[config.mk]
export PLATFORM = sky130hd
export DESIGN_NAME = lwdt_top
export DESIGN_NICKNAME = d
export VERILOG_FILES = /design/src/hw/lwdt_pkg.sv /design/src/hw/lwdt_tick_sync.sv /design/src/hw/lwdt_win_match.sv /design/src/hw/lwdt_top.sv
export SDC_FILE = /design/constraint.sdc
export NUM_CORES = 1
export LEC_CHECK = 0
export BUFFER_PORTS_ARGS = -buffer_cell sky130_fd_sc_hd__buf_4
export CORE_ASPECT_RATIO = 1.75
export CORE_MARGIN = 2
export CORE_UTILIZATION = 37
export CTS_CLUSTER_DIAMETER = 80
export CTS_CLUSTER_SIZE = 25
export DETAILED_ROUTE_END_ITERATION = 10
export PLACE_DENSITY = 0.58
export SLEW_MARGIN = 20
export SYNTH_ARGS = -nofsm -noshare
export SYNTH_HDL_FRONTEND = slang
export SYNTH_HIERARCHICAL = 1
export SYNTH_SLANG_ARGS = --single-unit
[constraint.sdc]
create_clock -name i_clk -period 5.6 [get_ports i_clk]
set_input_delay 0.84 -clock i_clk [delete_from_list [all_inputs] [get_ports i_clk]]
set_output_delay 0.84 -clock i_clk [all_outputs]
set_load 0.005 [all_outputs]
[src/hw/lwdt_pkg.sv]
// Constants, field positions and carrier types of the watchdog block.
// Assumes one 250 MHz clock and a host I/O cycle decoder in front.
package lwdt_pkg;

  // ----------------------------------------------------------------
  // Ports on the host I/O space
  // ----------------------------------------------------------------
  localparam logic [15:0] CFG_INDEX_PORT = 16'h0302;
  localparam logic [15:0] CFG_DATA_PORT = 16'h0303;
  localparam logic [15:0] POSTCODE_PORT = 16'h0080;
  localparam logic [7:0] KEY_FIRST = 8'h46;
  localparam logic [7:0] KEY_SECOND = 8'h57;
  localparam logic [7:0] UNIT_WDT = 8'h01;

  // ----------------------------------------------------------------
  // Configuration indexes
  // ----------------------------------------------------------------
  localparam logic [7:0] IDX_UNIT_SEL = 8'h07;
  localparam logic [7:0] IDX_ACTIVATE = 8'h30;
  localparam logic [7:0] IDX_BLOCK = 8'h38;
  localparam logic [7:0] IDX_BASE_HIGH = 8'h60;
  localparam logic [7:0] IDX_BASE_LOW = 8'h61;
  localparam logic [7:0] IDX_IRQ_ROUTE = 8'h70;
  localparam logic [7:0] IDX_RESTART_EN = 8'hF1;
  localparam logic [7:0] IDX_WIN1_LOW = 8'hF2;
  localparam logic [7:0] IDX_WIN1_HIGH = 8'hF3;
  localparam logic [7:0] IDX_WIN2_LOW = 8'hF4;
  localparam logic [7:0] IDX_WIN2_HIGH = 8'hF5;
  localparam logic [7:0] IDX_WIN_MASKS = 8'hF6;

  // ----------------------------------------------------------------
  // Block offsets from the I/O base, and field positions
  // ----------------------------------------------------------------
  localparam logic [2:0] OFS_NOW0 = 3'h0;
  localparam logic [2:0] OFS_NOW2 = 3'h2;
  localparam logic [2:0] OFS_RELOAD0 = 3'h3;
  localparam logic [2:0] OFS_RELOAD1 = 3'h4;
  localparam logic [2:0] OFS_RELOAD2 = 3'h5;
  localparam logic [2:0] OFS_FLAGS = 3'h6;
  localparam logic [2:0] OFS_CONTROL = 3'h7;
  localparam int BIT_POSTCODE_EN = 4;
  localparam int BIT_WIN2_WR_EN = 3;
  localparam int BIT_WIN2_RD_EN = 2;
  localparam int BIT_WIN1_WR_EN = 1;
  localparam int BIT_WIN1_RD_EN = 0;
  localparam int BIT_SECOND_TO = 2;
  localparam int BIT_SMI_ROUTE = 1;
  localparam int BIT_TIMEOUT = 0;
  localparam int BIT_COUNT_EN = 1;
  localparam int BIT_RESET_EN = 0;

  // ----------------------------------------------------------------
  // Route codes and reset values
  // ----------------------------------------------------------------
  localparam logic [3:0] ROUTE_OFF = 4'h0;
  localparam logic [3:0] ROUTE_SMI = 4'h2;
  localparam logic [3:0] ROUTE_NO8 = 4'h8;
  localparam logic [3:0] ROUTE_NO13 = 4'hD;
  localparam logic [7:0] RST_UNIT_SEL = 8'h01;
  localparam logic [23:0] RST_RELOAD = 24'h004000;
  localparam logic [7:0] RST_MASKS = 8'hFF;
  localparam logic [15:0] RST_BASE = 16'h0000;

  // ----------------------------------------------------------------
  // Types
  // ----------------------------------------------------------------
  typedef struct packed {
    logic valid;
    logic write;
    logic [15:0] addr;
    logic [7:0] wdata;
  } lwdt_io_req_t;

  typedef enum logic [1:0] {
    CFG_LOCKED, CFG_KEY_HALF, CFG_OPEN, CFG_EXIT_HALF
  } lwdt_cfg_t;

  typedef struct packed {
    logic meta;
    logic sync;
    logic last;
    logic pulse;
  } lwdt_sync_t;

  typedef struct packed {
    lwdt_cfg_t cfg;
    logic [7:0] index;
    logic [7:0] unit_sel;
    logic active;
    logic [15:0] base;
    logic [3:0] route;
    logic [4:0] restart_en;
    logic [15:0] win1;
    logic [15:0] win2;
    logic [7:0] masks;
    logic [23:0] count;
    logic [23:0] reload;
    logic timeout_flag;
    logic second_timeout_flag;
    logic countdown_enable;
    logic reset_on_timeout_enable;
    logic ack;
    logic [7:0] rdata;
    logic [15:0] irq;
    logic smi;
    logic sys_reset;
  } lwdt_state_t;

endpackage : lwdt_pkg

[src/hw/lwdt_tick_sync.sv]
// Two-stage synchroniser and edge detector for the slow tick pin.
// Assumes the tick is far slower than the 250 MHz clock.
module lwdt_tick_sync (
  // Clock and reset
  input wire logic i_clk,
  input wire logic i_nrst,
  // Tick pin and its rising-edge pulse
  input wire logic i_tick,
  output logic o_pulse
);

  lwdt_pkg::lwdt_sync_t r_reg;
  lwdt_pkg::lwdt_sync_t r_next;

  // Only the second stage feeds the edge detector
  always_comb begin
    r_next = r_reg;
    r_next.meta = i_tick;
    r_next.sync = r_reg.meta;
    r_next.last = r_reg.sync;
    r_next.pulse = r_reg.sync & ~r_reg.last;
  end

  always_ff @(posedge i_clk or negedge i_nrst) begin
    if (!i_nrst) begin
      r_reg <= '0;
    end else begin
      r_reg <= r_next;
    end
  end

  assign o_pulse = r_reg.pulse;

endmodule : lwdt_tick_sync

[src/hw/lwdt_win_match.sv]
// Masked address compare for one restart window.
// Assumes the mask bits mark low address bits that are ignored.
module lwdt_win_match (
  // Address under test and window setup
  input wire logic [15:0] i_addr,
  input wire logic [15:0] i_base,
  input wire logic [3:0] i_mask,
  // Result
  output logic o_hit
);

  logic [15:0] care;

  // Mask of all ones gives a 16-byte window, zero a single byte
  assign care = ~{12'h000, i_mask};
  assign o_hit = ((i_addr ^ i_base) & care) == 16'h0000;

endmodule : lwdt_win_match

[src/hw/lwdt_top.sv]
// Watchdog timer unit on the host I/O bus: key-locked configuration
// ports, a base-relative register block, countdown and routing.
// Assumes a decoder that presents each host I/O cycle as one pulse.
//
// Contract
// (RULE1) Route code 0, 8, 13, 14, 15 disables; 2 picks SMI; else IRQ.
// (RULE2) With postcode enable set, writes to port 80h restart the count.
// (RULE3) Second-window write restart enable makes window writes restart.
// (RULE4) Second-window read restart enable makes window reads restart.
// (RULE5) First-window write restart enable makes window writes restart.
// (RULE6) First-window read restart enable makes window reads restart.
// (RULE7) First window base is 16 bits from two host-visible bytes.
// (RULE8) Second window base is 16 bits from two host-visible bytes.
// (RULE9) Mask byte: first window mask high nibble, second low nibble.
// (RULE10) Block base address is two readable and writable bytes.
// (RULE11) Current count appears as three bytes at offsets 0 to 2.
// (RULE12) Reload value appears as three bytes at offsets 3 to 5.
// (RULE13) Expiry sets the timeout flag, which gates the routed interrupt.
// (RULE14) Timeout flag clears on write-one, postcode or window restarts.
// (RULE15) Second timeout sets when flag already set and reset enabled.
// (RULE16) Read-only status bit 1 shows SMI is the selected route.
// (RULE17) Counter decrements only while countdown enable is one.
// (RULE18) System reset request only while reset-on-timeout enable is one.
// (RULE19) One decrement per period of the 32.768 kHz tick.
// (RULE20) Key 46h 57h unlocks, 57h 46h relocks the configuration ports.
// (RULE21) Index written at 302h, register contents reached at 303h.
// (RULE22) Any write to the current count restarts the timeout period.
// (RULE23) Every restart reloads the count from the reload value.
// (RULE24) Window hit ignores masked low address bits, 1 to 16 bytes.
module lwdt_top (
  // Clock and reset
  input wire logic i_clk,
  input wire logic i_nrst,
  // Host I/O cycle, one pulse per cycle
  input wire lwdt_pkg::lwdt_io_req_t i_io,
  output logic o_io_ack,
  output logic [7:0] o_io_rdata,
  // Slow tick pin
  input wire logic i_tick,
  // Timeout outputs
  output logic [15:0] o_irq,
  output logic o_smi,
  output logic o_sys_reset
);

  lwdt_pkg::lwdt_state_t r_reg;
  lwdt_pkg::lwdt_state_t r_next;

  // ----------------------------------------------------------------
  // Cycle decode
  // ----------------------------------------------------------------
  logic tick;
  logic io_wr;
  logic io_rd;
  logic unlocked;
  logic at_index;
  logic at_data;
  logic unit_ok;
  logic cfg_blk;
  logic io_blk;
  logic blk_wr;
  logic blk_rd;
  logic [2:0] ofs;
  logic win1_hit;
  logic win2_hit;
  logic postcode_rst;
  logic win_rst;
  logic strobe;
  logic restart;
  logic expire;
  logic cfg_wr;
  logic cfg_rd;
  logic [15:0] irq_dec;
  logic [7:0] blk_q;
  logic [7:0] cfg_q;
  logic [7:0] flags_q;
  logic [4:0] en;

  lwdt_tick_sync u_tick (
    .i_clk(i_clk),
    .i_nrst(i_nrst),
    .i_tick(i_tick),
    .o_pulse(tick)
  );

  lwdt_win_match u_win1 (
    .i_addr(i_io.addr),
    .i_base(r_reg.win1),
    .i_mask(r_reg.masks[7:4]),
    .o_hit(win1_hit)
  ); // RULE9 RULE24

  lwdt_win_match u_win2 (
    .i_addr(i_io.addr),
    .i_base(r_reg.win2),
    .i_mask(r_reg.masks[3:0]),
    .o_hit(win2_hit)
  ); // RULE9 RULE24

  assign en = r_reg.restart_en;
  assign io_wr = i_io.valid & i_io.write;
  assign io_rd = i_io.valid & ~i_io.write;
  assign unlocked = (r_reg.cfg == lwdt_pkg::CFG_OPEN) |
                    (r_reg.cfg == lwdt_pkg::CFG_EXIT_HALF);
  assign at_index = i_io.addr == lwdt_pkg::CFG_INDEX_PORT;
  assign at_data = (i_io.addr == lwdt_pkg::CFG_DATA_PORT) & unlocked;
  assign unit_ok = r_reg.unit_sel == lwdt_pkg::UNIT_WDT;
  assign cfg_blk = at_data & unit_ok &
                   (r_reg.index[7:3] == lwdt_pkg::IDX_BLOCK[7:3]);
  // Block base bits 2:0 are ignored so the block stays 8-aligned
  assign io_blk = r_reg.active & ~at_data &
                  (i_io.addr[15:3] == r_reg.base[15:3]);
  assign ofs = io_blk ? i_io.addr[2:0] : r_reg.index[2:0];
  assign blk_wr = io_wr & (io_blk | cfg_blk);
  assign blk_rd = io_rd & (io_blk | cfg_blk);
  assign cfg_wr = io_wr & at_data & ~cfg_blk;
  assign cfg_rd = io_rd & at_data & ~cfg_blk;

  // ----------------------------------------------------------------
  // Restart sources
  // ----------------------------------------------------------------
  assign postcode_rst = io_wr &
    (i_io.addr == lwdt_pkg::POSTCODE_PORT) &
    en[lwdt_pkg::BIT_POSTCODE_EN]; // RULE2
  assign win_rst =
    (io_wr & win2_hit & en[lwdt_pkg::BIT_WIN2_WR_EN]) | // RULE3
    (io_rd & win2_hit & en[lwdt_pkg::BIT_WIN2_RD_EN]) | // RULE4
    (io_wr & win1_hit & en[lwdt_pkg::BIT_WIN1_WR_EN]) | // RULE5
    (io_rd & win1_hit & en[lwdt_pkg::BIT_WIN1_RD_EN]); // RULE6
  assign strobe = blk_wr & (ofs <= lwdt_pkg::OFS_NOW2); // RULE22
  assign restart = strobe | postcode_rst | win_rst;
  // A count of one or zero expires on the next tick
  assign expire = tick & r_reg.countdown_enable &
                  (r_reg.count <= 24'h000001); // RULE19

  // ----------------------------------------------------------------
  // Interrupt line decode
  // ----------------------------------------------------------------
  function automatic logic route_is_line(input logic [3:0] code);
    route_is_line = (code != lwdt_pkg::ROUTE_OFF) &&
                    (code != lwdt_pkg::ROUTE_SMI) &&
                    (code != lwdt_pkg::ROUTE_NO8) &&
                    (code < lwdt_pkg::ROUTE_NO13);
  endfunction : route_is_line

  for (genvar g = 0; g < 16; g++) begin : g_irq
    assign irq_dec[g] = r_reg.timeout_flag &
                        (r_reg.route == 4'(g)) &
                        route_is_line(r_reg.route); // RULE1 RULE13
  end

  // ----------------------------------------------------------------
  // Read multiplexers
  // ----------------------------------------------------------------
  assign flags_q = {5'b00000, r_reg.second_timeout_flag,
                    r_reg.route == lwdt_pkg::ROUTE_SMI, // RULE16
                    r_reg.timeout_flag};

  always_comb begin
    blk_q = 8'h00;
    case (ofs)
      3'h0: blk_q = r_reg.count[7:0]; // RULE11
      3'h1: blk_q = r_reg.count[15:8];
      3'h2: blk_q = r_reg.count[23:16];
      3'h3: blk_q = r_reg.reload[7:0]; // RULE12
      3'h4: blk_q = r_reg.reload[15:8];
      3'h5: blk_q = r_reg.reload[23:16];
      3'h6: blk_q = flags_q;
      default: blk_q = {6'b000000, r_reg.countdown_enable,
                        r_reg.reset_on_timeout_enable};
    endcase
  end

  always_comb begin
    cfg_q = 8'h00;
    if (r_reg.index == lwdt_pkg::IDX_UNIT_SEL) begin
      cfg_q = r_reg.unit_sel;
    end else if (!unit_ok) begin
      cfg_q = 8'h00;
    end else if (r_reg.index == lwdt_pkg::IDX_ACTIVATE) begin
      cfg_q = {7'b0000000, r_reg.active};
    end else if (r_reg.index == lwdt_pkg::IDX_BASE_HIGH) begin
      cfg_q = r_reg.base[15:8]; // RULE10
    end else if (r_reg.index == lwdt_pkg::IDX_BASE_LOW) begin
      cfg_q = r_reg.base[7:0]; // RULE10
    end else if (r_reg.index == lwdt_pkg::IDX_IRQ_ROUTE) begin
      cfg_q = {4'h0, r_reg.route};
    end else if (r_reg.index == lwdt_pkg::IDX_RESTART_EN) begin
      cfg_q = {3'b000, en};
    end else if (r_reg.index == lwdt_pkg::IDX_WIN1_LOW) begin
      cfg_q = r_reg.win1[7:0]; // RULE7
    end else if (r_reg.index == lwdt_pkg::IDX_WIN1_HIGH) begin
      cfg_q = r_reg.win1[15:8]; // RULE7
    end else if (r_reg.index == lwdt_pkg::IDX_WIN2_LOW) begin
      cfg_q = r_reg.win2[7:0]; // RULE8
    end else if (r_reg.index == lwdt_pkg::IDX_WIN2_HIGH) begin
      cfg_q = r_reg.win2[15:8]; // RULE8
    end else if (r_reg.index == lwdt_pkg::IDX_WIN_MASKS) begin
      cfg_q = r_reg.masks; // RULE9
    end
  end

  // ----------------------------------------------------------------
  // Next state
  // ----------------------------------------------------------------
  always_comb begin
    r_next = r_reg;
    r_next.ack = 1'b0;
    r_next.rdata = 8'h00;

    // Key sequence on the index port
    if (io_wr && at_index) begin
      case (r_reg.cfg)
        lwdt_pkg::CFG_LOCKED: begin
          if (i_io.wdata == lwdt_pkg::KEY_FIRST) begin
            r_next.cfg = lwdt_pkg::CFG_KEY_HALF; // RULE20
          end
        end
        lwdt_pkg::CFG_KEY_HALF: begin
          if (i_io.wdata == lwdt_pkg::KEY_SECOND) begin
            r_next.cfg = lwdt_pkg::CFG_OPEN; // RULE20
          end else if (i_io.wdata != lwdt_pkg::KEY_FIRST) begin
            r_next.cfg = lwdt_pkg::CFG_LOCKED;
          end
        end
        lwdt_pkg::CFG_OPEN: begin
          r_next.index = i_io.wdata; // RULE21
          if (i_io.wdata == lwdt_pkg::KEY_SECOND) begin
            r_next.cfg = lwdt_pkg::CFG_EXIT_HALF;
          end
        end
        default: begin
          r_next.index = i_io.wdata;
          if (i_io.wdata == lwdt_pkg::KEY_FIRST) begin
            r_next.cfg = lwdt_pkg::CFG_LOCKED; // RULE20
          end else if (i_io.wdata != lwdt_pkg::KEY_SECOND) begin
            r_next.cfg = lwdt_pkg::CFG_OPEN;
          end
        end
      endcase
    end

    // Configuration register writes through the data port
    if (cfg_wr) begin
      if (r_reg.index == lwdt_pkg::IDX_UNIT_SEL) begin
        r_next.unit_sel = i_io.wdata;
      end else if (!unit_ok) begin
        r_next.unit_sel = r_reg.unit_sel;
      end else if (r_reg.index == lwdt_pkg::IDX_ACTIVATE) begin
        r_next.active = i_io.wdata[0];
      end else if (r_reg.index == lwdt_pkg::IDX_BASE_HIGH) begin
        r_next.base[15:8] = i_io.wdata; // RULE10
      end else if (r_reg.index == lwdt_pkg::IDX_BASE_LOW) begin
        r_next.base[7:0] = i_io.wdata; // RULE10
      end else if (r_reg.index == lwdt_pkg::IDX_IRQ_ROUTE) begin
        r_next.route = i_io.wdata[3:0];
      end else if (r_reg.index == lwdt_pkg::IDX_RESTART_EN) begin
        r_next.restart_en = i_io.wdata[4:0];
      end else if (r_reg.index == lwdt_pkg::IDX_WIN1_LOW) begin
        r_next.win1[7:0] = i_io.wdata; // RULE7
      end else if (r_reg.index == lwdt_pkg::IDX_WIN1_HIGH) begin
        r_next.win1[15:8] = i_io.wdata; // RULE7
      end else if (r_reg.index == lwdt_pkg::IDX_WIN2_LOW) begin
        r_next.win2[7:0] = i_io.wdata; // RULE8
      end else if (r_reg.index == lwdt_pkg::IDX_WIN2_HIGH) begin
        r_next.win2[15:8] = i_io.wdata; // RULE8
      end else if (r_reg.index == lwdt_pkg::IDX_WIN_MASKS) begin
        r_next.masks = i_io.wdata; // RULE9
      end
    end

    // Block register writes; count bytes only strobe
    if (blk_wr) begin
      if (ofs == lwdt_pkg::OFS_RELOAD0) begin
        r_next.reload[7:0] = i_io.wdata; // RULE12
      end else if (ofs == lwdt_pkg::OFS_RELOAD1) begin
        r_next.reload[15:8] = i_io.wdata;
      end else if (ofs == lwdt_pkg::OFS_RELOAD2) begin
        r_next.reload[23:16] = i_io.wdata;
      end else if (ofs == lwdt_pkg::OFS_FLAGS) begin
        if (i_io.wdata[lwdt_pkg::BIT_TIMEOUT]) begin
          r_next.timeout_flag = 1'b0; // RULE14
        end
        if (i_io.wdata[lwdt_pkg::BIT_SECOND_TO]) begin
          r_next.second_timeout_flag = 1'b0; // RULE15
        end
      end else if (ofs == lwdt_pkg::OFS_CONTROL) begin
        r_next.countdown_enable = i_io.wdata[lwdt_pkg::BIT_COUNT_EN];
        r_next.reset_on_timeout_enable =
          i_io.wdata[lwdt_pkg::BIT_RESET_EN];
      end
    end

    if (postcode_rst || win_rst) begin
      r_next.timeout_flag = 1'b0; // RULE14
    end

    // Counter: restart outranks the tick; reload uses the old value
    if (restart) begin
      r_next.count = r_reg.reload; // RULE23
    end else if (expire) begin
      r_next.count = r_reg.reload;
    end else if (tick && r_reg.countdown_enable) begin
      r_next.count = r_reg.count - 24'h000001; // RULE17 RULE19
    end

    // Flag set wins over a clear in the same cycle
    if (expire) begin
      r_next.timeout_flag = 1'b1; // RULE13
      if (r_reg.timeout_flag && r_reg.reset_on_timeout_enable) begin
        r_next.second_timeout_flag = 1'b1; // RULE15
      end
    end

    // Read data and acknowledge
    if (blk_rd) begin
      r_next.rdata = blk_q;
    end else if (cfg_rd) begin
      r_next.rdata = cfg_q;
    end else if (io_rd && at_index && unlocked) begin
      r_next.rdata = r_reg.index;
    end
    r_next.ack = blk_wr | blk_rd | cfg_wr | cfg_rd | (io_wr & at_index) |
                 (io_rd & at_index & unlocked);

    // Outputs follow the flags one cycle later
    r_next.irq = irq_dec;
    r_next.smi = r_reg.timeout_flag &
                 (r_reg.route == lwdt_pkg::ROUTE_SMI); // RULE1
    r_next.sys_reset = r_reg.second_timeout_flag &
                       r_reg.reset_on_timeout_enable; // RULE18
  end

  always_ff @(posedge i_clk or negedge i_nrst) begin
    if (!i_nrst) begin
      r_reg <= '0;
      r_reg.cfg <= lwdt_pkg::CFG_LOCKED;
      r_reg.unit_sel <= lwdt_pkg::RST_UNIT_SEL;
      r_reg.base <= lwdt_pkg::RST_BASE;
      r_reg.masks <= lwdt_pkg::RST_MASKS;
      r_reg.reload <= lwdt_pkg::RST_RELOAD;
      r_reg.count <= lwdt_pkg::RST_RELOAD;
      r_reg.countdown_enable <= 1'b1;
      r_reg.reset_on_timeout_enable <= 1'b1;
    end else begin
      r_reg <= r_next;
    end
  end

  assign o_io_ack = r_reg.ack;
  assign o_io_rdata = r_reg.rdata;
  assign o_irq = r_reg.irq;
  assign o_smi = r_reg.smi;
  assign o_sys_reset = r_reg.sys_reset;
endmodule : lwdt_top

Word-level counts from Yosys, hierarchy flattened
Index checks and enable logic that the tools add are counted.
{"block": "word_totals", "register_bits": 167, "latchBits": 0, "inputBits": 29, "word_cells": 266, "mem_bits_rw": 0, "rom_bits": 0, "mem_count": 0}
{"block": "op_classes", "n_lt_le_gt_ge": 3, "n_div": 0, "n_mux": 39, "eq_ne": 54, "reduce_logical": 39, "bitwise": 100, "add_sub_neg": 1, "mul": 0, "n_shift": 0}
{"operator": "8-bit two-way mux", "n": 15}
{"operator": "24-bit two-way mux", "n": 3}
{"operator": "1-bit bitwise AND", "n": 63}
{"operator": "8-bit case mux with 7 select lines", "n": 1}
{"operator": "8-bit == test (second input constant)", "n": 6}
{"operator": "8-bit by 7-bit == test with 1-bit output (second input constant)", "n": 5}
{"operator": "16-bit bitwise AND", "n": 2}
{"operator": "16-bit by 10-bit == test with 1-bit output (second input constant)", "n": 2}
{"operator": "4-bit == test (second input constant)", "n": 8}
{"operator": "16-bit zero test", "n": 2}
{"operator": "4-bit inverter with 16-bit output", "n": 2}
{"operator": "16-bit XOR", "n": 2}
{"operator": "24-bit by 1-bit <= comparator with 1-bit output (second input constant)", "n": 1}
{"operator": "24-bit by 1-bit subtractor with 24-bit output (second input constant)", "n": 1}
{"operator": "2-bit two-way mux", "n": 10}
{"operator": "1-bit inverter", "n": 19}
{"operator": "6-bit AND reduction", "n": 3}
{"operator": "16-bit by 8-bit == test with 1-bit output (second input constant)", "n": 1}
{"operator": "4-bit by 3-bit == test with 1-bit output (second input constant)", "n": 4}
{"operator": "4-bit two-way mux", "n": 4}
{"operator": "8-bit by 7-bit != test with 1-bit output (second input constant)", "n": 2}
{"operator": "13-bit == test", "n": 1}
{"operator": "13-bit AND reduction", "n": 1}
{"operator": "3-bit == test (second input constant)", "n": 4}
{"operator": "40 further kinds", "n": 74}

Logic depth before layout (Yosys ltp)
Gate-level depths: netlist (run 1).
{"block": "logic_depth", "ltp_word": 16, "depth_mapped": 13, "mapped_depth_nobuf": 11}

By module
Netlist (run 1), hierarchy kept.
{"mod": "lwdt_top", "area_each_um2": 8987.4, "n_inst": 1, "cells_per_inst": 864, "seq_area_each_um2": 4095.2}
{"mod": "lwdt_win_match", "area_each_um2": 181.4, "n_inst": 2, "cells_per_inst": 23, "seq_area_each_um2": 0.0}
{"mod": "lwdt_tick_sync", "area_each_um2": 113.9, "n_inst": 1, "cells_per_inst": 5, "seq_area_each_um2": 100.1}

Worst setup path before layout (run 1)
Ideal clock, no wire load.
{"block": "synth_timing", "kind": "input-to-reg", "from": "input port i_io[10] in the netlist's numbering", "to": "register r_reg[100] in the netlist's numbering", "slack_ns": 2.073, "t_arrival_ns": 3.403, "required_time_ns": 5.475, "cell_stages": 9, "setup_ns": 0.125, "path_cell_list": "or4_4 or4_1 clkbuf_1 nor3_2 nand2_1 or2_2 clkbuf_1 nor2_2 mux2_2"}
{"block": "synth_between", "elab_chain_len": 7, "elab_cells_between_ends": 8}
{"item": "from (decl)", "line": "lwdt_top.sv:35", "rtl": "input wire lwdt_pkg::lwdt_io_req_t i_io,"}
{"item": "16-bit by 10-bit == test with 1-bit output *", "line": "lwdt_top.sv:106", "rtl": "assign at_data = (i_io.addr == lwdt_pkg::CFG_DATA_PORT) & unlocked;"}
{"item": "1-bit bitwise AND *", "line": "lwdt_top.sv:106"}
{"item": "1-bit bitwise AND (2 in a row)", "line": "lwdt_top.sv:108", "rtl": "assign cfg_blk = at_data & unit_ok &"}
{"item": "1-bit inverter", "line": "lwdt_top.sv:116", "rtl": "assign cfg_wr = io_wr & at_data & ~cfg_blk;"}
{"item": "1-bit bitwise AND *", "line": "lwdt_top.sv:116"}
{"item": "12-bit AND reduction (no line) *"}
{"item": "to (signal assigned)", "line": "lwdt_top.sv:346", "rtl": "r_reg <= r_next;"}
{"item": "to (decl)", "line": "lwdt_top.sv:46", "rtl": "lwdt_pkg::lwdt_state_t r_reg;"}
Mark *: on every way between the ends. The rest lies on a longest branch, timed or not.
A chain may end at the register's enable or synchronous reset.

Worst setup path in the final report (run 1)
{"block": "layout_timing", "from": "input port i_io[19] in the netlist's numbering", "to": "register r_reg[64] in the netlist's numbering"}
{"block": "layout_between", "elab_chain_len": 11, "elab_cells_between_ends": 37}
{"item": "16-bit by 10-bit == test with 1-bit output", "line": "lwdt_top.sv:106"}
{"item": "1-bit bitwise AND", "line": "lwdt_top.sv:106"}
{"item": "1-bit inverter", "line": "lwdt_top.sv:111", "rtl": "assign io_blk = r_reg.active & ~at_data &"}
{"item": "1-bit bitwise AND (2 in a row)", "line": "lwdt_top.sv:111"}
{"item": "3-bit two-way mux / 1-bit bitwise OR (equally long branches)", "line": "lwdt_top.sv:113, lwdt_top.sv:114"}
{"item": "3-bit by 2-bit <= comparator with 1-bit output / 1-bit bitwise AND (equally long branches)", "line": "lwdt_top.sv:130, lwdt_top.sv:114"}
{"item": "1-bit bitwise AND", "line": "lwdt_top.sv:130", "rtl": "assign strobe = blk_wr & (ofs <= lwdt_pkg::OFS_NOW2);"}
{"item": "1-bit bitwise OR", "line": "lwdt_top.sv:131", "rtl": "assign restart = strobe | postcode_rst | win_rst;"}
{"item": "1-bit bitwise OR *", "line": "lwdt_top.sv:131"}
{"item": "3-bit nonzero test (no line) / 24-bit two-way mux (equally long branches)"}
Marks and branches as above.

==> results of run 1 <==
==> cell usage in the layout, fill, tap and decap left out, types with 4 or more instances in the layout <==
master and instances:
nor2_1 58, or4_1 10, a221oi_1 10, nor3_1 41, xor2_1 24, dfstp_2 13
buf_4 67, nand2_1 60, o22ai_1 10, a222oi_1 9, o211ai_1 4, o21ai_0 50
nand4_1 12, inv_6 4, nor3_2 4, nand3_1 21, mux2_2 103, and2_1 6
nor4_1 16, xnor2_1 21, dfrtp_1 154, mux2i_1 38, or2_2 6, clkbuf_16 17
inv_1 17, or3_1 9, a21oi_1 27, conb_1 6, nand2b_1 9, nor2b_1 5
o2bb2ai_1 24, o31ai_1 6, a211oi_1 6, a22oi_1 7
==> kinds of logic (layout without fill, tap and decap cells) <==
group,Yosys count,in the layout,synth area share (%)
flops,167,167,44.33
mux,141,141,16.27
simple gates,285,285,16.18
xor+xnor,45,45,4.164
other cells,1,6,0.03962
fa+ha+maj,2,2,0.2644
buf+inv,89,118,4.918
compound gates,185,185,13.83
==> power breakdown <==
part / leakage (nW) / internal [mW] / switching [mW]
clock network: 0.298 / 0.711 / 0.532
registers: 2.23 / 1.21 / 0.00164
logic: 2.06 / 0.0325 / 0.0829
==> critical path, delay by kind of cell <==
kind,cells,cell delay [ps]
buffers and inverters,2,620
AOI/OAI and AO/OA,2,790
and+or+nand+nor,5,1810
muxes,1,280
==> cell type report <==
type / instances / area [µm²] / area share, %
Timing Repair Buffer: 69 / 534.3 / 5.024
Clock inverter: 15 / 190.2 / 1.788
Inverter: 17 / 63.81 / 0.6000
Sequential cell: 167 / 4195 / 39.45
Clock buffer: 17 / 425.4 / 4.000
Tap cell: 316 / 395.4 / 3.718
Multi-Input combinational cell: 664 / 4831 / 45.42
==> cell usage after synthesis, types with 4 or more instances <==
library cell and instances:
dfstp_2 13, a22oi_1 7, or3_1 9, mux2i_1 38, a221oi_1 10, or4_1 10
mux2_2 103, nor3_1 42, nand2_1 60, nor2b_1 5, o2bb2ai_1 24, and2_1 6
o211ai_1 4, or2_2 6, clkbuf_1 37, nor4_1 16, inv_1 17, nor2_1 58
a21oi_1 28, o21ai_0 50, nand3_1 21, a211oi_1 6, xor2_1 24, dfrtp_1 154
buf_1 5, nand4_1 12, a222oi_1 9, xnor2_1 21, nand2b_1 9, o31ai_1 6
o22ai_1 10, buf_4 24
==> stage by stage <==
step	hold slack [ps]	total power [mW]
after global placement	337.5	1.350
after floorplan	331.2	1.270
after CTS	352.1	2.601
after global routing	370.0	2.656
final	347.7	2.571
after detailed placement	335.8	1.350
==> routing by layer <==
layer  track usage (%)  wire, µm  vias to the layer above
li1                  -         -                     3414
met1             24.83     11310                     3791
met2             42.79     16420                      314
met3             4.165      1375                      139
met4             19.26      2856                        0
met5                 0         0                        -
==> final timing paths <==
check                                   end  slack [ps]  cells after the start
max                               r_reg[64]        1520                     10
min                        u_tick/r_next[1]         350                      0
max reg2reg                       r_reg[64]        1830                      9
min reg2reg                u_tick/r_next[1]         350                      0
max in group asynchronous        r_reg[145]        4240                      2
min in group asynchronous  u_tick/r_next[2]         400                      1
==> impl_metrics.toml, run 1 <==
[layout]
finish.net_count = 967
final_area_mm2 = 0.01064
syn_to_final_growth_pct = 12.37
largest_reg_flops = 129
final_cells = 1265
drive_gt1_share_pct = 25.50
fillers = 2533
fin_util_pct = 42.13
diodes = 0

[floorplanning]
die_x_um = 124.9
std_cell_rows = 77
dieHeight_um = 215.6
start_util_pct = 37.49
coreArea_mm2 = 0.02524
pin_count = 56
design.die.area_mm2 = 0.02692

[synthesis]
synth_area_leader_cell = "dfrtp_1"
ys_seq_area_share_pct = 44.33
yosys.area.top_type_share_pct = 40.72
synthArstFlopShare_pct = 100.0
synth_cells = 915
synth.area.top_cells = "dfrtp_1, mux2_2, mux2i_1"
avgSynthCellArea_um2 = 10.34
synth_area_mm2 = 0.009464
synth_cell_types = 74
synth-seq-cells = 167
synth_edf_count = 0
synthFlopType = "dfrtp_1"
ys_warn_count = 6

[power]
power_leakage_nw = 4.587
p_per_area_mw_per_mm2 = 241.7
ir_drop_uv = 175.2

[global_route]
grt_max_degree = 93
track_usage_pct = 24.13
antenna_found_initial = 0
grt_pass1_vias = 7848
grt_overflow = 0
grt_pass1_wl_um = 48500

[cts]
clk_path_buf_depth = 2
clk_pin_slew_ps = 70
cts_sinks = 167
cts_resized = 0
root_buffer = "clkbuf_16"
clk_latency_ps = 460
cts_buffers = 17
cts_hold_buf = 0
htreeDepth = 4
cts_tree = "done"
cts_setup_buffers = 0

[worst_hold_path]
worstHoldStart = "u_tick/r_next[2]"
hold_class = "reg -> reg"

[critical_path]
worstSetupPathType = "in -> reg"
end_kind = "flip-flop"
cp-startpoint = "i_io[19]"
cp_slowest_stage_delay_ps = 680
crit_chain = "buf_4 -> nor4_2 -> nand3_1 -> nor4_1 -> nor3_1 -> o41ai_4 -> or2_2 -> buf_4 -> mux2i_1 -> a22oi_1"
required_ps = 5890
rr_startpoint = "r_reg[157]"
slowest_stage = "o41ai_4"
crit_arrival_ps = 4370
crit_path_max_fanout = 47
crit_path_start_kind = "primary input"
crit_path_frequent_cell = "buf_4"

[timing]
setup_viol = 0
period_needed_ps = 4081
max_freq_mhz = 245.0
relSlewSlack_pct = 32.66
slew_violations = 0
fin_setup_tns_ps = 0
tightest_slew_ps = 1007
fin_crit_sh_pct = 72.88
clock-skew-final_ps = 12.55
report.final.hold_viol_count = 0
fin_ws_ps = 1519
rsz0062_at_grt = "no"

[detailed_routing]
vias_per_cell = 6.054
drc_errors = 0
wl_um = 31960
first_pass_iters = 7
final_antenna_net_count = 0
detail_route.wl_per_cell_um = 25.26
drt_iter0_markers = 492
vias = 7658

[placement]
place_congestion = 0.9251
place_area_mm2 = 0.01001
io_buffer_count = 55
hpwl_um = 23060
dp_slack_ps = 1197
dp_cells = 1233

[flow_run]
max_cap_viol_count = 0

[outcome]
run_status = "completed"
(Power assumes the default switching activity.)
==> inputs of run 2 (changes only) <==
- ABC_AREA: unset -> 1
- PLACE_DENSITY: 0.58 -> 0.6
- clock period: 5.6 -> 3.6 ns (I/O delays scaled with it)
==> run 2 against run 1 <==
- cell count is 54% higher
- register-to-register slack worse by 1100 ps
- utilization is 0.34 points higher
- first-iteration DRC count is 64% higher
- worst hold slack worse by 270 ps
- largest power group is now registers
- routed wire length is 18% higher
- cell area is 8.7% higher
- non-clock buffer count is 16 higher
- count of clock-buffer cells in the layout is 4 higher
- global-route usage is 2.7 points higher
==> impl_metrics.toml, run 2 <==
[power]
clock_power_share_pct = 46.6
p_switching_mw = 0.9682
internal_power_mw = 2.941
share_comb_of_total_power_pct = 5.2
ir_drop_uv = 339.7
p_per_area_mw_per_mm2 = 338.1
pwr-share-seq_pct = 48.2
power_leakage_nw = 5.939
sw_frac_of_total_pct = 24.76

[timing]
clock-skew-final_ps = 11.63
tightest_slew_ps = 1207
fin_crit_sh_pct = 79.35
rsz0062_at_grt = "no"
period_needed_ps = 2857
setup_viol = 0
slew_violations = 0
fin_setup_tns_ps = 0
max_freq_mhz = 350.1
relSlewSlack_pct = 18.78
report.final.hold_viol_count = 0
hold-worst-slack_ps = 78.40

[layout]
largest_reg_flops = 129
final_common_cell = "nand2_1"
diodes = 0
syn_to_final_growth_pct = 13.27
final_cells = 1950
final_cell_mix = "nand2_1, inv_1, dfrtp_1"
drive_gt1_share_pct = 9.804
finish.net_count = 1599

[floorplanning]
coreArea_mm2 = 0.02723
design.die.area_mm2 = 0.02899
pin_count = 56
std_cell_rows = 80
die_x_um = 129.6
dieHeight_um = 223.7
start_util_pct = 37.50

[cts]
cts_buffers = 17
root_buffer = "clkbuf_16"
clk_path_buf_depth = 2
clk_latency_ps = 450
clk_pin_slew_ps = 70
cts_hold_buf = 0
cts_resized = 0
cts_setup_buffers = 0
cts_sinks = 167
cts_tree = "done"
htreeDepth = 4

[synthesis]
yosys.area.top_type_share_pct = 37.75
synth_edf_count = 0
synth_area_mm2 = 0.01021
ys_warn_count = 6
synthArstFlopShare_pct = 100.0
synth_cell_types = 41
synth-seq-cells = 167
synthFlopType = "dfrtp_1"
ys_seq_area_share_pct = 41.10
synth.most_common_cell = "nand2_1"
synth_commonest_cells = "nand2_1, inv_1, dfrtp_1, nor2_1, nand3_1"
synth.area.top_cells = "dfrtp_1, nand2_1, inv_1"
synth_area_leader_cell = "dfrtp_1"
synth_cells = 1525
avgSynthCellArea_um2 = 6.694

[global_route]
track_usage_pct = 26.81
grt_max_degree = 72
grt_overflow = 0
grt_pass1_vias = 9803
grt_pass1_wl_um = 56990
antenna_found_initial = 0

[detailed_routing]
final_antenna_net_count = 0
vias = 9950
drc_errors = 0
detail_route.wl_per_cell_um = 19.30
wl_um = 37630
first_pass_iters = 5
vias_per_cell = 5.103
drt_iter0_markers = 809

[flow_run]
max_cap_viol_count = 0

[placement]
io_buffer_count = 55
dp_cells = 1918
hpwl_um = 28930
place_congestion = 1.023

[outcome]
run_status = "completed"

[critical_path]
end_kind = "flip-flop"
r2r_cells = 16
crit_arrival_ps = 3160
crit_path_start_kind = "primary input"
required_ps = 3900
rr_startpoint = "r_reg[158]"
crit_path_max_fanout = 16
worstSetupPathType = "in -> reg"
reg2reg_slack_ps = 780
r2r-end = "o_io_rdata[2]"

[worst_hold_path]
hold_class = "in -> async"
-- run 2: changes by cell type in the layout (fill, tap and decap cells not counted), sizes merged, moves of 11 or more --
| cell | previous run | this run |
|---|---|---|
| buf | 69 | 85 |
| inv | 23 | 179 |
| mux2 | 103 | 0 |
| mux2i | 38 | 0 |
| nand2 | 60 | 567 |
| nand3 | 21 | 119 |
| nand4 | 12 | 25 |
| nor2 | 61 | 149 |
| nor3 | 45 | 19 |
| o21ai | 50 | 150 |
| o2bb2ai | 24 | 0 |
| or4 | 11 | 0 |
-- run 2: power by group through the flow --
stage,clock (mW),sequential (mW),combinational (mW)
2_1_floorplan,0,1.92,0.0707
3_3_place_gp,0,1.92,0.203
3_5_place_dp,0,1.92,0.203
4_1_cts,1.87,1.88,0.204
5_1_grt,1.94,1.88,0.223
6_report,1.82,1.88,0.202
-- run 2: critical path, stage by stage --
cell     delay, ps
buf_4          130
inv_1           70
nand2_1        100
nor3_1         460
nand3_1        280
nor2_1         280
nand2_1        160
nor4_1         480
nand2_1        430
nand2_1        140
o21ai_0         80
-- run 2: worst max-delay path by stage --
stage,slack [ps],end,start,cells after the start
floorplan,1210,r_reg[68],i_io[21],16
global placement,260,r_reg[108],i_io[12],11
detailed placement,280,r_reg[79],i_io[12],10
CTS,760,r_reg[79],i_io[12],10
global route,390,r_reg[79],i_io[12],10
finish,740,r_reg[110],i_io[12],11
-- run 2: metrics by stage --
step	power, mW	area (µm²)	utilization, %	worst slack [ps]
floorplan	1.990	10230	-	1212
global placement	2.123	10990	40.36	259.3
detailed placement	2.123	10990	40.36	281.5
CTS	3.956	11560	42.47	759.2
global route	4.044	11560	42.47	394.7
finish	3.910	11560	42.47	743.4
-- run 2: metal layers --
layer	track usage, %	vias to the layer above	part of all wire, %
met5	0	-	0
met4	21.89	0	9.5
met3	4.514	151	3.3
met2	48.32	296	53
met1	26.09	4611	34
li1	-	4892	-
-- run 2: cell type report --
| type | count | area [µm²] |
|---|---|---|
| clock buffers | 21 | 460.4 |
| well taps | 369 | 461.7 |
| fillers | 2933 | 15660 |
| repair buffers | 85 | 654.4 |
| flip-flops and latches | 167 | 4195 |
| inverters | 175 | 656.9 |
| multi-input cells | 1122 | 5021 |
| clock inverters | 11 | 113.9 |
-- run 2: cell families (layout without fill, tap and decap cells) --
family | count (synthesis) | in the layout | synth area share (%)
simple gates | 890 | 890 | 35.97
buf+inv | 241 | 292 | 9.977
compound gates | 193 | 193 | 10.01
flops | 167 | 167 | 41.10
xor+xnor | 31 | 31 | 2.660
fa+ha+maj | 2 | 2 | 0.2451
other cells | 1 | 6 | 0.03673
